--- config.mk ---
export PLATFORM = sky130hd
export DESIGN_NAME = bridge_error_reporting
export DESIGN_NICKNAME = d
export VERILOG_FILES = /design/src/rtl/err_report_pkg.sv /design/src/rtl/bridge_error_reporting.sv
export SDC_FILE = /design/constraint.sdc
export NUM_CORES = 1
export LEC_CHECK = 0
export BUFFER_PORTS_ARGS = -buffer_cell sky130_fd_sc_hd__buf_2
export CAP_MARGIN = 20
export CORE_ASPECT_RATIO = 1.4
export CORE_MARGIN = 2
export CORE_UTILIZATION = 35
export DETAILED_ROUTE_END_ITERATION = 7
export GPL_TIMING_DRIVEN = 0
export SLEW_MARGIN = 20
export SYNTH_ARGS = -nofsm -noshare
export SYNTH_HDL_FRONTEND = slang
export SYNTH_SLANG_ARGS = --single-unit
--- constraint.sdc ---
create_clock -name mclk -period 3.88 [get_ports mclk]
set_input_delay 0.776 -clock mclk [delete_from_list [all_inputs] [get_ports mclk]]
set_output_delay 0.776 -clock mclk [all_outputs]
set_load 0.01 [all_outputs]
--- src/rtl/err_report_pkg.sv ---
// constants for the bridge error reporting block
`default_nettype none
package err_report_pkg;
    localparam int ADDR_W = 4;
    localparam int DATA_W = 32;
    // register indexes
    localparam logic [3:0] REG_CMD = 4'h0;
    localparam logic [3:0] REG_STATUS = 4'h1;
    localparam logic [3:0] REG_BRIDGE_CTRL = 4'h2;
    localparam logic [3:0] REG_SEC_STATUS = 4'h3;
    localparam logic [3:0] REG_SERR_STATUS = 4'h4;
    localparam logic [3:0] REG_EVENT_DISABLE = 4'h5;
    localparam logic [3:0] REG_RETRY_LIMIT = 4'h6;
    localparam logic [3:0] REG_LOCK_STATE = 4'h7;
    // command register bits
    localparam int CMD_PERR_RESP = 6;
    localparam int CMD_SERR_EN = 8;
    // primary status bits
    localparam int STAT_SIG_SERR = 30;
    // bridge control bits
    localparam int BC_PERR_RESP = 0;
    localparam int BC_SERR_FWD = 1;
    localparam int BC_MTO_SERR_EN = 11;
    // secondary status bits
    localparam int SSTAT_RCV_SERR = 30;
    // event numbers, also bit positions in status and disable registers
    localparam int EV_PW_PARITY = 0;
    localparam int EV_PW_TABORT = 1;
    localparam int EV_PW_MABORT = 2;
    localparam int EV_PW_RETRY = 3;
    localparam int EV_DW_RETRY = 4;
    localparam int EV_DR_RETRY = 5;
    localparam int EV_MTO = 6;
    localparam int EV_SEC_SERR = 7;
    localparam int EV_N = 8;
    // retry counter
    localparam int RETRY_W = 25;
    localparam logic [24:0] RETRY_DEFAULT = 25'h100_0000;
    localparam logic [24:0] RETRY_ONE = 25'h000_0001;
    localparam logic [31:0] ZERO32 = 32'h0000_0000;
endpackage
`default_nettype wire

--- src/rtl/bridge_error_reporting.sv ---
// parity and system error reporting for a two port bus bridge
//
// The register addresses and the strobed register port were chosen for this implementation.
`timescale 1ns/10ps
`default_nettype none
module bridge_error_reporting (
    input wire logic mclk,
    input wire logic nrst,
    input wire logic [err_report_pkg::ADDR_W-1:0] reg_addr,
    input wire logic [err_report_pkg::DATA_W-1:0] reg_wdata,
    input wire logic reg_write,
    input wire logic reg_read,
    output logic [err_report_pkg::DATA_W-1:0] reg_rdata,
    // secondary side parity: bad data seen while write target or read initiator
    input wire logic sec_data_parity_bad,
    input wire logic sec_is_wtarget_or_rinit,
    // upstream delayed write completing on primary, primary parity error seen
    input wire logic us_dw_completion,
    input wire logic primary_parity_error_n,
    input wire logic secondary_parity_error_in_n,
    // posted write, delayed transaction and secondary system error events
    input wire logic pw_upstream,
    input wire logic pw_downstream,
    input wire logic pw_detected_as_target,
    input wire logic pw_target_abort,
    input wire logic pw_master_abort,
    input wire logic pw_retry,
    input wire logic pw_done,
    input wire logic dw_retry,
    input wire logic dw_done,
    input wire logic dr_retry,
    input wire logic dr_done,
    input wire logic delayed_master_timeout,
    input wire logic secondary_sys_error_in_n,
    // lock state per bus
    input wire logic pri_lock_set,
    input wire logic pri_lock_clr,
    input wire logic sec_lock_set,
    input wire logic sec_lock_clr,
    output logic secondary_parity_error_n,
    output logic primary_sys_error_n,
    output logic pw_discard,
    output logic dw_discard,
    output logic pri_locked,
    output logic sec_locked
);
    import err_report_pkg::*;

    // ------------------------------------------------------------
    // registers
    // ------------------------------------------------------------
    logic [DATA_W-1:0] cmd_q;
    logic [DATA_W-1:0] bctl_q;
    logic [EV_N-1:0] evdis_q;
    logic [EV_N-1:0] serr_stat_q;
    logic sig_serr_q;
    logic rcv_serr_q;
    logic [RETRY_W-1:0] retry_limit_q;
    logic [RETRY_W-1:0] pw_cnt_q;
    logic [RETRY_W-1:0] dw_cnt_q;
    logic [RETRY_W-1:0] dr_cnt_q;
    logic [EV_N-1:0] ev_raw;
    logic [EV_N-1:0] ev_go;
    logic serr_fire;
    logic pw_lim;
    logic dw_lim;
    logic dr_lim;

    function automatic logic [RETRY_W-1:0] next_cnt(input logic [RETRY_W-1:0] c, input logic retry,
                                                    input logic clr);
        if (clr) begin
            return '0;
        end
        if (retry) begin
            return c + RETRY_ONE;
        end
        return c;
    endfunction

    function automatic logic hits_limit(input logic [RETRY_W-1:0] c, input logic retry,
                                        input logic [RETRY_W-1:0] lim);
        return retry && (c + RETRY_ONE >= lim);
    endfunction

    // ------------------------------------------------------------
    // event detection
    // ------------------------------------------------------------
    assign pw_lim = hits_limit(pw_cnt_q, pw_retry, retry_limit_q);
    assign dw_lim = hits_limit(dw_cnt_q, dw_retry, retry_limit_q);
    assign dr_lim = hits_limit(dr_cnt_q, dr_retry, retry_limit_q);

    always_comb begin
        ev_raw = '0;
        ev_raw[EV_PW_PARITY] = ((pw_upstream && !primary_parity_error_n) ||
                                (pw_downstream && !secondary_parity_error_in_n)) &&
                               !pw_detected_as_target && cmd_q[CMD_PERR_RESP] && bctl_q[BC_PERR_RESP];
        ev_raw[EV_PW_TABORT] = pw_target_abort;
        ev_raw[EV_PW_MABORT] = pw_master_abort;
        ev_raw[EV_PW_RETRY] = pw_lim;
        ev_raw[EV_DW_RETRY] = dw_lim;
        ev_raw[EV_DR_RETRY] = dr_lim;
        ev_raw[EV_MTO] = delayed_master_timeout && bctl_q[BC_MTO_SERR_EN];
        ev_raw[EV_SEC_SERR] = !secondary_sys_error_in_n && bctl_q[BC_SERR_FWD];
    end

    // master timeout has no disable bit
    always_comb begin
        ev_go = ev_raw & ~evdis_q;
        ev_go[EV_MTO] = ev_raw[EV_MTO];
    end

    assign serr_fire = (|ev_go) && cmd_q[CMD_SERR_EN];

    // ------------------------------------------------------------
    // retry counters
    // ------------------------------------------------------------
    always_ff @(posedge mclk or negedge nrst) begin
        if (!nrst) begin
            pw_cnt_q <= '0;
            dw_cnt_q <= '0;
            dr_cnt_q <= '0;
        end else begin
            pw_cnt_q <= next_cnt(pw_cnt_q, pw_retry, pw_done || pw_lim);
            dw_cnt_q <= next_cnt(dw_cnt_q, dw_retry, dw_done || dw_lim);
            dr_cnt_q <= next_cnt(dr_cnt_q, dr_retry, dr_done || dr_lim);
        end
    end

    always_ff @(posedge mclk or negedge nrst) begin
        if (!nrst) begin
            pw_discard <= 1'b0;
            dw_discard <= 1'b0;
        end else begin
            pw_discard <= pw_lim;
            dw_discard <= dw_lim;
        end
    end

    // ------------------------------------------------------------
    // error outputs
    // ------------------------------------------------------------
    always_ff @(posedge mclk or negedge nrst) begin
        if (!nrst) begin
            primary_sys_error_n <= 1'b1;
        end else begin
            primary_sys_error_n <= !serr_fire;
        end
    end

    always_ff @(posedge mclk or negedge nrst) begin
        if (!nrst) begin
            secondary_parity_error_n <= 1'b1;
        end else begin
            secondary_parity_error_n <= !(bctl_q[BC_PERR_RESP] &&
                ((sec_is_wtarget_or_rinit && sec_data_parity_bad) ||
                 (us_dw_completion && !primary_parity_error_n && cmd_q[CMD_PERR_RESP])));
        end
    end

    // ------------------------------------------------------------
    // lock tracking, one flag per bus
    // ------------------------------------------------------------
    always_ff @(posedge mclk or negedge nrst) begin
        if (!nrst) begin
            pri_locked <= 1'b0;
        end else if (pri_lock_set) begin
            pri_locked <= 1'b1;
        end else if (pri_lock_clr) begin
            pri_locked <= 1'b0;
        end
    end

    always_ff @(posedge mclk or negedge nrst) begin
        if (!nrst) begin
            sec_locked <= 1'b0;
        end else if (sec_lock_set) begin
            sec_locked <= 1'b1;
        end else if (sec_lock_clr) begin
            sec_locked <= 1'b0;
        end
    end

    // ------------------------------------------------------------
    // control registers
    // ------------------------------------------------------------
    always_ff @(posedge mclk or negedge nrst) begin
        if (!nrst) begin
            cmd_q <= '0;
            bctl_q <= '0;
            evdis_q <= '0;
            retry_limit_q <= RETRY_DEFAULT;
        end else if (reg_write) begin
            case (reg_addr)
                REG_CMD: cmd_q <= reg_wdata;
                REG_BRIDGE_CTRL: bctl_q <= reg_wdata;
                REG_EVENT_DISABLE: evdis_q <= reg_wdata[EV_N-1:0];
                REG_RETRY_LIMIT: retry_limit_q <= reg_wdata[RETRY_W-1:0];
                default: begin
                end
            endcase
        end
    end

    // sticky flags: write one to clear, a new event wins over the clear
    always_ff @(posedge mclk or negedge nrst) begin
        if (!nrst) begin
            sig_serr_q <= 1'b0;
            rcv_serr_q <= 1'b0;
            serr_stat_q <= '0;
        end else begin
            if (serr_fire) begin
                sig_serr_q <= 1'b1;
            end else if (reg_write && reg_addr == REG_STATUS && reg_wdata[STAT_SIG_SERR]) begin
                sig_serr_q <= 1'b0;
            end
            if (serr_fire && ev_go[EV_SEC_SERR]) begin
                rcv_serr_q <= 1'b1;
            end else if (reg_write && reg_addr == REG_SEC_STATUS && reg_wdata[SSTAT_RCV_SERR]) begin
                rcv_serr_q <= 1'b0;
            end
            serr_stat_q <= (reg_write && reg_addr == REG_SERR_STATUS) ?
                           ((serr_stat_q & ~reg_wdata[EV_N-1:0]) | (serr_fire ? ev_go : '0)) :
                           (serr_stat_q | (serr_fire ? ev_go : '0));
        end
    end

    // ------------------------------------------------------------
    // read port
    // ------------------------------------------------------------
    always_ff @(posedge mclk or negedge nrst) begin
        if (!nrst) begin
            reg_rdata <= '0;
        end else if (reg_read) begin
            case (reg_addr)
                REG_CMD: reg_rdata <= cmd_q;
                REG_STATUS: reg_rdata <= ZERO32 | ({31'h0000_0000, sig_serr_q} << STAT_SIG_SERR);
                REG_BRIDGE_CTRL: reg_rdata <= bctl_q;
                REG_SEC_STATUS: reg_rdata <= ZERO32 | ({31'h0000_0000, rcv_serr_q} << SSTAT_RCV_SERR);
                REG_SERR_STATUS: reg_rdata <= {24'h00_0000, serr_stat_q};
                REG_EVENT_DISABLE: reg_rdata <= {24'h00_0000, evdis_q};
                REG_RETRY_LIMIT: reg_rdata <= {7'h00, retry_limit_q};
                REG_LOCK_STATE: reg_rdata <= {30'h0000_0000, sec_locked, pri_locked};
                default: reg_rdata <= ZERO32;
            endcase
        end else begin
            reg_rdata <= ZERO32;
        end
    end

    // ------------------------------------------------------------
    // checks: system error output
    // ------------------------------------------------------------
    a_serr_needs_enable: assert property (@(posedge mclk) disable iff (!nrst)
        !primary_sys_error_n |-> $past(cmd_q[CMD_SERR_EN])) else $error("serr without enable");

    a_serr_sets_status: assert property (@(posedge mclk) disable iff (!nrst)
        $fell(primary_sys_error_n) |-> sig_serr_q) else $error("signaled bit not set");

    a_sec_forward: assert property (@(posedge mclk) disable iff (!nrst)
        (!secondary_sys_error_in_n && bctl_q[BC_SERR_FWD] && cmd_q[CMD_SERR_EN] && !evdis_q[EV_SEC_SERR])
        |=> !primary_sys_error_n) else $error("secondary serr not forwarded");

    a_sec_received: assert property (@(posedge mclk) disable iff (!nrst)
        (serr_fire && ev_go[EV_SEC_SERR]) |=> rcv_serr_q) else $error("received bit not set");

    a_tabort_cause: assert property (@(posedge mclk) disable iff (!nrst)
        (pw_target_abort && cmd_q[CMD_SERR_EN] && !evdis_q[EV_PW_TABORT]) |=> !primary_sys_error_n)
        else $error("target abort not reported");

    a_mabort_cause: assert property (@(posedge mclk) disable iff (!nrst)
        (pw_master_abort && cmd_q[CMD_SERR_EN] && !evdis_q[EV_PW_MABORT]) |=> !primary_sys_error_n)
        else $error("master abort not reported");

    a_mto_cause: assert property (@(posedge mclk) disable iff (!nrst)
        (delayed_master_timeout && bctl_q[BC_MTO_SERR_EN] && cmd_q[CMD_SERR_EN]) |=> !primary_sys_error_n)
        else $error("master timeout not reported");

    a_mto_gated: assert property (@(posedge mclk) disable iff (!nrst)
        (delayed_master_timeout && !bctl_q[BC_MTO_SERR_EN] && ev_go[EV_MTO-1:0] == '0 && !ev_go[EV_SEC_SERR])
        |=> primary_sys_error_n) else $error("timeout not gated");

    a_disable_masks: assert property (@(posedge mclk) disable iff (!nrst)
        (ev_raw != '0 && (ev_raw & ~evdis_q) == '0 && !ev_raw[EV_MTO]) |=> primary_sys_error_n)
        else $error("disabled event reported");

    a_status_records: assert property (@(posedge mclk) disable iff (!nrst)
        $fell(primary_sys_error_n) |-> serr_stat_q != '0) else $error("cause not recorded");

    // ------------------------------------------------------------
    // checks: parity errors
    // ------------------------------------------------------------
    a_pw_parity_up: assert property (@(posedge mclk) disable iff (!nrst)
        (pw_upstream && !primary_parity_error_n && !pw_detected_as_target && cmd_q[CMD_PERR_RESP] &&
         bctl_q[BC_PERR_RESP] && cmd_q[CMD_SERR_EN] && !evdis_q[EV_PW_PARITY]) |=> !primary_sys_error_n)
        else $error("upstream posted parity not reported");

    a_pw_parity_down: assert property (@(posedge mclk) disable iff (!nrst)
        (pw_downstream && !secondary_parity_error_in_n && !pw_detected_as_target && cmd_q[CMD_PERR_RESP] &&
         bctl_q[BC_PERR_RESP] && cmd_q[CMD_SERR_EN] && !evdis_q[EV_PW_PARITY]) |=> !primary_sys_error_n)
        else $error("downstream posted parity not reported");

    a_pw_as_target: assert property (@(posedge mclk) disable iff (!nrst)
        pw_detected_as_target |-> !ev_raw[EV_PW_PARITY]) else $error("parity seen as target reported");

    a_pw_parity_bits: assert property (@(posedge mclk) disable iff (!nrst)
        !(cmd_q[CMD_PERR_RESP] && bctl_q[BC_PERR_RESP]) |-> !ev_raw[EV_PW_PARITY])
        else $error("posted parity without response bits");

    a_sperr_resp: assert property (@(posedge mclk) disable iff (!nrst)
        !secondary_parity_error_n |-> $past(bctl_q[BC_PERR_RESP])) else $error("parity without response bit");

    a_sperr_role: assert property (@(posedge mclk) disable iff (!nrst)
        (sec_is_wtarget_or_rinit && sec_data_parity_bad && bctl_q[BC_PERR_RESP]) |=> !secondary_parity_error_n)
        else $error("secondary parity error not driven");

    a_sperr_upstream: assert property (@(posedge mclk) disable iff (!nrst)
        (us_dw_completion && !primary_parity_error_n && cmd_q[CMD_PERR_RESP] && bctl_q[BC_PERR_RESP])
        |=> !secondary_parity_error_n) else $error("upstream delayed write parity not driven");

    a_sperr_both_bits: assert property (@(posedge mclk) disable iff (!nrst)
        (!secondary_parity_error_n && !($past(sec_is_wtarget_or_rinit) && $past(sec_data_parity_bad)))
        |-> $past(cmd_q[CMD_PERR_RESP])) else $error("delayed write parity without command bit");

    // ------------------------------------------------------------
    // checks: retry limits
    // ------------------------------------------------------------
    a_pw_discard: assert property (@(posedge mclk) disable iff (!nrst)
        pw_discard |-> pw_cnt_q == '0) else $error("posted counter not cleared");

    a_pw_discard_retry: assert property (@(posedge mclk) disable iff (!nrst)
        pw_discard |-> $past(pw_retry)) else $error("posted discard without retry");

    a_dw_discard: assert property (@(posedge mclk) disable iff (!nrst)
        dw_discard |-> dw_cnt_q == '0) else $error("delayed counter not cleared");

    a_dw_discard_retry: assert property (@(posedge mclk) disable iff (!nrst)
        dw_discard |-> $past(dw_retry)) else $error("delayed discard without retry");

    a_dr_limit_cause: assert property (@(posedge mclk) disable iff (!nrst)
        (dr_lim && cmd_q[CMD_SERR_EN] && !evdis_q[EV_DR_RETRY]) |=> !primary_sys_error_n)
        else $error("read retry limit not reported");

    // ------------------------------------------------------------
    // checks: bus locks
    // ------------------------------------------------------------
    a_pri_lock_alone: assert property (@(posedge mclk) disable iff (!nrst)
        (pri_lock_set && !sec_lock_set && !sec_lock_clr) |=> (pri_locked && $stable(sec_locked)))
        else $error("primary lock disturbed secondary");

    a_sec_lock_alone: assert property (@(posedge mclk) disable iff (!nrst)
        (sec_lock_set && !pri_lock_set && !pri_lock_clr) |=> (sec_locked && $stable(pri_locked)))
        else $error("secondary lock disturbed primary");

    a_both_locks: assert property (@(posedge mclk) disable iff (!nrst)
        (pri_lock_set && sec_lock_set) |=> (pri_locked && sec_locked)) else $error("locks not held together");
endmodule
`default_nettype wire

After elaboration in Yosys (flattened, before gate mapping)
Index checks and enable logic that the tools add are counted.

operators by class
  $add $sub $neg = 3
  magnitude comparators = 3
  equal/unequal tests = 7
  mux-type cells = 33
  bitwise operators = 6
  reductions and logical operators = 45

operators with widths
  kind                                                 number
  two-way mux 25 bit                                   12
  one-hot mux 32 bit (8 select lines)                  1
  adder 25 x 1 -> 25 bit, second input constant        3
  >= comparator 25 bit                                 3
  two-way mux 32 bit                                   1
  logical AND 1 bit                                    21
  two-way mux 1 bit                                    17
  AND 8 bit                                            2
  equality test 4 x 3 -> 1 bit, second input constant  4
  two-way mux 8 bit                                    2
  NOT 8 bit                                            2
  OR 8 bit                                             2
  nonzero test 2 bit                                   7
  equality test 4 x 2 -> 1 bit, second input constant  2
  AND reduction 2 bit                                  4
  OR reduction 8 bit                                   1
  zero test 1 bit                                      6
  logical OR 1 bit                                     5
  equality test 4 x 1 -> 1 bit, second input constant  1
  zero test 4 bit                                      1

word-level totals
  register bits after elaboration = 220
  output and inout port bits = 38
  word-level logic and storage cells = 114

Logic depth before layout (Yosys ltp)
  depth after elaboration = 12
  depth in mapped cells = 17

Worst setup path after synthesis
Ideal clock, no wire load.

  kind = reg-to-reg
  start = register dw_cnt_q[0]
  end = register sig_serr_q
  arrival = 3.560 ns
  required time = 3.751 ns
  slack = 0.191 ns
  stages on the path, launching flop included = 17
  path buffers = 1
  cells stage by stage = dfrtp_1 > ha_1 > and3_1 > nand3_1 > nor2_1 > and3_1 > xor2_1 > ha_1 > nand4_1 > nor3_1 > a2111oi_4 > nand2_4 > nand2_4 > inv_2 > buf_6 > nor2b_4 > o41a_1

between the ends
  cells in the longest elaborated chain, start to end = 7

ends and longest elaborated chain
  what                                                     RTL line                       RTL
  start: declaration                                       bridge_error_reporting.sv:60   logic [RETRY_W-1:0] dw_cnt_q;
  start signal: assignment                                 bridge_error_reporting.sv:124  dw_cnt_q <= next_cnt(dw_cnt_q, dw_retry, dw_done || dw_lim);
  adder 25 x 1 -> 25 bit *                                 bridge_error_reporting.sv:82   return retry && (c + RETRY_ONE >= lim);
  >= comparator 25 bit *                                   bridge_error_reporting.sv:82
  logical AND 1 bit *                                      bridge_error_reporting.sv:82
  via dw_lim                                               bridge_error_reporting.sv:66   logic dw_lim;
  AND 8 bit *                                              bridge_error_reporting.sv:108  ev_go = ev_raw & ~evdis_q;
  OR reduction 8 bit *                                     bridge_error_reporting.sv:112  assign serr_fire = (|ev_go) && cmd_q[CMD_SERR_EN];
  logical AND 1 bit *                                      bridge_error_reporting.sv:112
  two-way mux 1 bit or nonzero test 2 bit (tied branches)  -
  end signal: assignment                                   bridge_error_reporting.sv:207  sig_serr_q <= 1'b0;
  end signal: assignment                                   bridge_error_reporting.sv:212  sig_serr_q <= 1'b1;
  end signal: assignment                                   bridge_error_reporting.sv:214  sig_serr_q <= 1'b0;
  end: declaration                                         bridge_error_reporting.sv:56   logic sig_serr_q;

The timed path passes the listed nets; every way through them passes the cells marked *.
A chain may end at the register's enable or synchronous reset.

Final worst setup path
  start = register dw_cnt_q[11]
  end = register dw_cnt_q[23]

between the ends
  cells in the longest elaborated chain, start to end = 6

ends and longest elaborated chain
  what                                                      RTL line                       RTL
  adder 25 x 1 -> 25 bit *                                  bridge_error_reporting.sv:82
  >= comparator 25 bit *                                    bridge_error_reporting.sv:82
  logical AND 1 bit *                                       bridge_error_reporting.sv:82
  via dw_lim                                                bridge_error_reporting.sv:66
  logical OR 1 bit *                                        bridge_error_reporting.sv:124
  two-way mux 1 bit *                                       bridge_error_reporting.sv:71   if (clr) begin
  two-way mux 25 bit or nonzero test 2 bit (tied branches)  -

The timed path passes the listed nets; every way through them passes the cells marked *. The select of a mux whose other input is x is not followed.

==> impl_results.md <==
- Status: finished clean
- Max-cap viol count: 0
- Place WS: -0.824 ns
- Clock power frac: 39.1%
- First-pass GRT wire length: 53.1 mm
- Internal power: 4.51 mW
- Final setup fails: 0
- Via count: 9310
- Share of cells above drive strength 1: 27.5%
- Fin area: 0.0144 mm²
- Setup slack after layout: 0.0769 ns
- Starting density of the core: 35.6%
- Setup crit start kind: flop
- Final hold violation count: 0
- Sink Count: 220
- Drt via density: 5.52
- Dominant synthesized flop cell: dfrtp_1
- Hold Crit Class: primary input to asynchronous set/reset pin
- I/O Pins: 100
- Least-Margin Pin Slew: 1.03 ns
- Slowest cell on crit path: or4_4
- Avg Inst Size Synth: 11.0 µm²
- CP arrival: 4.21 ns
- CTS Buf Count: 23
- IO Port Bufs: 95
- Leakage: 6.57 nW
- Crit path capture type: flop
- Peak Freq: 263 MHz
- Yosys warning total: 0
- DRC: 0
- Hold Worst Slack: 0.188 ns
- Worst slew margin: 30.6%
- Max-slew violation count: 0
- Max Clock Skew: 0.0114 ns
- Final min period: 3.80 ns
- Post-synth cell types: 64
- Die outline height: 222 µm
- Worst Path Required: 4.29 ns
- Routed wire length per instance: 19.8 µm
- Kind of critical path: flop to flop
- Largest delay share family, worst path: simple AND/OR/NAND/NOR gates
- Initial antenna violation count: 0
- Final Power: 6.22 mW
- Worst vdd ir: 0.302 mV
- Multi-input logic area: 0.00630 mm²
- Root Driver: clkbuf_16
- Reg2Reg Setup Slack: 0.08 ns
- Logic pwr share: 16.3%
- Clock tree buffer depth: 3
- # diodes: 0
- Die X: 160 µm
- Vias in the first global route: 9694
- Sw Pwr: 1.72 mW
- Fin nets: 1366
- Critical Path Most Common Cell: and3_4
- Total gr overflow: 0
- RePlAce Congestion: 0.881
- WL final: 33.4 mm
- Placed cell area: 0.0130 mm²
- #FFs+latches synth: 220
- Worst-path cell chain: and3_4 > and3_4 > nand4_1 > nor2_4 > and3_4 > xor2_2 > ha_4 > nand4_1 > or4_4 > a211o_4 > nand2_4 > nand2_4 > inv_6 > buf_12 > nor4b_1 > a311o_1
- Crit Path Max Fanout: 5
- Tcrit/Tclk final: 98.0%
- Largest area contributor in the netlist: dfrtp_1
- Die area: 0.0354 mm²
- CTS tree: yes
- Register area: 0.00552 mm²
- H-Tree Depth: 1
- Leading cell types by total area after synthesis: dfrtp_1 (46%), mux2_2 (9.5%), ha_1 (8.2%)
- Top-area cell type share of the netlist area: 45.7%
- Core area: 0.0333 mm²
- Synthesized Nets: 1216
- Fill count: 3150
- Post-synthesis sequential area ratio: 46.4%
- Worst reg2reg path depth: 16
- Drt pass-1 iters: 6
- Antenna viol nets, final: 0
- Async S/R FF share, synth: 100%
- Synth Instances: 1076
- Buf+Inv Stages, Crit Path: 2
- Largest net degree at the start of global routing: 92
- Max stage delay on crit path: 0.50 ns
- Initial drt markers: 624
- Number of flops mapped to enable cells by yosys: 0
- RR Endpoint: dw_cnt_q[23]
- Sequential Power Share: 44.6%
- Switching share of power: 27.6%
- Final HPWL DP: 23.9 mm
- RSZ-0062 raised after global routing: true
- Pwr dens: 433 mW/mm²
- R2r startpoint: dw_cnt_q[11]
- FP Rows: 79
- Worst-skew pair later-pin latency: 0.53 ns
- Gr usage total: 18.7%
- Clock transition at path regs: 0.06 ns
- Layout area overhead: 21.2%
- Post-route setup TNS: 0 ns
- Mapped Area: 0.0119 mm²
[synth_stat cells (20+ instances only)]
library cell	instances
a22o_1	20
a21oi_1	34
dfrtp_1	217
ha_1	78
inv_1	47
xor2_1	23
and3_1	24
xnor2_1	47
nand3_1	44
nor2_1	54
nand4_1	26
nand2_1	68
a22oi_1	22
clkbuf_1	35
a32o_1	37
mux2_2	100
[timing repair]
action | CTS | global route
setup endpoints to repair | 82 | 57
setup buffers | 14 | 15
pin swaps | 9 | 20
gates resized for setup | 54 | 29
gates cloned | 0 | 1
hold buffers | 0 | 0
[cell usage in the layout, fill, tap and decap left out, types with 26 or more instances in the layout]
master and instances:
mux2_2 100, a21oi_1 34, ha_1 74, a32o_1 37, buf_4 30, inv_1 47
dfrtp_1 210, buf_2 97, clkbuf_1 34, nand2_1 68, nor2_1 46, xnor2_1 47
nand3_1 40, nand4_1 26
[worst register-to-register path: stages (launching register included)]
cell     delay, ns
dfrtp_1       0.39
and3_4        0.20
and3_4        0.20
nand4_1       0.20
nor2_4        0.21
and3_4        0.23
xor2_2        0.25
ha_4          0.18
nand4_1       0.22
or4_4         0.50
a211o_4       0.36
nand2_4       0.11
nand2_4       0.08
inv_6         0.08
buf_12        0.13
nor4b_1       0.05
a311o_1       0.29
[cell families (layout without fill, tap and decap cells)]
group | Yosys count | after routing | share of synthesized area (%)
flip-flops | 220 | 220 | 46.4
XOR/XNOR | 70 | 70 | 5.16
buffers and inverters | 99 | 265 | 3.25
multiplexers | 102 | 102 | 9.76
AND/OR/NAND/NOR | 302 | 302 | 13.5
adder cells (fa/ha/maj) | 78 | 78 | 8.22
AO/OA/AOI/OAI | 205 | 205 | 13.7
[worst max-delay path by stage]
stage,cells past startpoint,startpoint,endpoint,slack [ns]
final,16,dw_cnt_q[11],dw_cnt_q[23],0.08
after global routing,17,dw_cnt_q[5],primary_sys_error_n,-0.04
after CTS,16,dw_cnt_q[11],dw_cnt_q[21],0.002
after detailed placement,16,dw_cnt_q[0],dw_cnt_q[7],-0.82
after global placement,1,nrst,reg_rdata[13],-1.88
after floorplan,16,dw_cnt_q[0],sig_serr_q,0.19
[area by class of cell]
| type | count | share of cell area [%] |
|---|---|---|
| tap | 445 | 3.87 |
| timing repair buffer | 127 | 5.44 |
| clock buffer | 29 | 4.37 |
| inverter | 48 | 1.29 |
| multi-input combinational | 757 | 43.8 |
| clock inverter | 12 | 1.37 |
| sequential | 220 | 38.3 |
| buffer | 49 | 1.50 |
[power by group through the flow]
stage                     logic [mW]  clock network [mW]  registers (mW)
final                           1.01                2.44            2.78
after global routing            1.13                2.58            2.81
after CTS                      0.994                2.49            2.77
after detailed placement       0.970                   0            2.81
after global placement         0.926                   0            2.80
after floorplan                0.612                   0            2.75
[sequential cells by signal (all words and copies together), names as in the netlist]
signal,flops
sig_serr_q,1
dw_cnt_q,25
primary_sys_error_n,1
dr_cnt_q,25
cmd_q,32
reg_rdata,32
pw_cnt_q,25
bctl_q,32
secondary_parity_error_n,1
pw_discard,1
retry_limit_q,25
pri_locked,1
dw_discard,1
evdis_q,8
sec_locked,1
rcv_serr_q,1
serr_stat_q,8
[metal layers]
metal / wire length [µm] / vias up / track usage, % / part of all wire, %
met4: 1610 / 0 / 8.39 / 4.8
met5: 0 / - / 0 / 0
met2: 17300 / 209 / 34.1 / 52
met1: 13200 / 4706 / 21.8 / 40
met3: 1280 / 69 / 2.28 / 3.8
li1: - / 4326 / - / -
[stage by stage]
stage	instances	utilization (%)
finish	1687	43.2
detailed placement	1618	38.9
CTS	1672	42.4
global placement	1616	38.7
floorplan	1076	-
global route	1687	43.2
(Power assumes the default switching activity.)
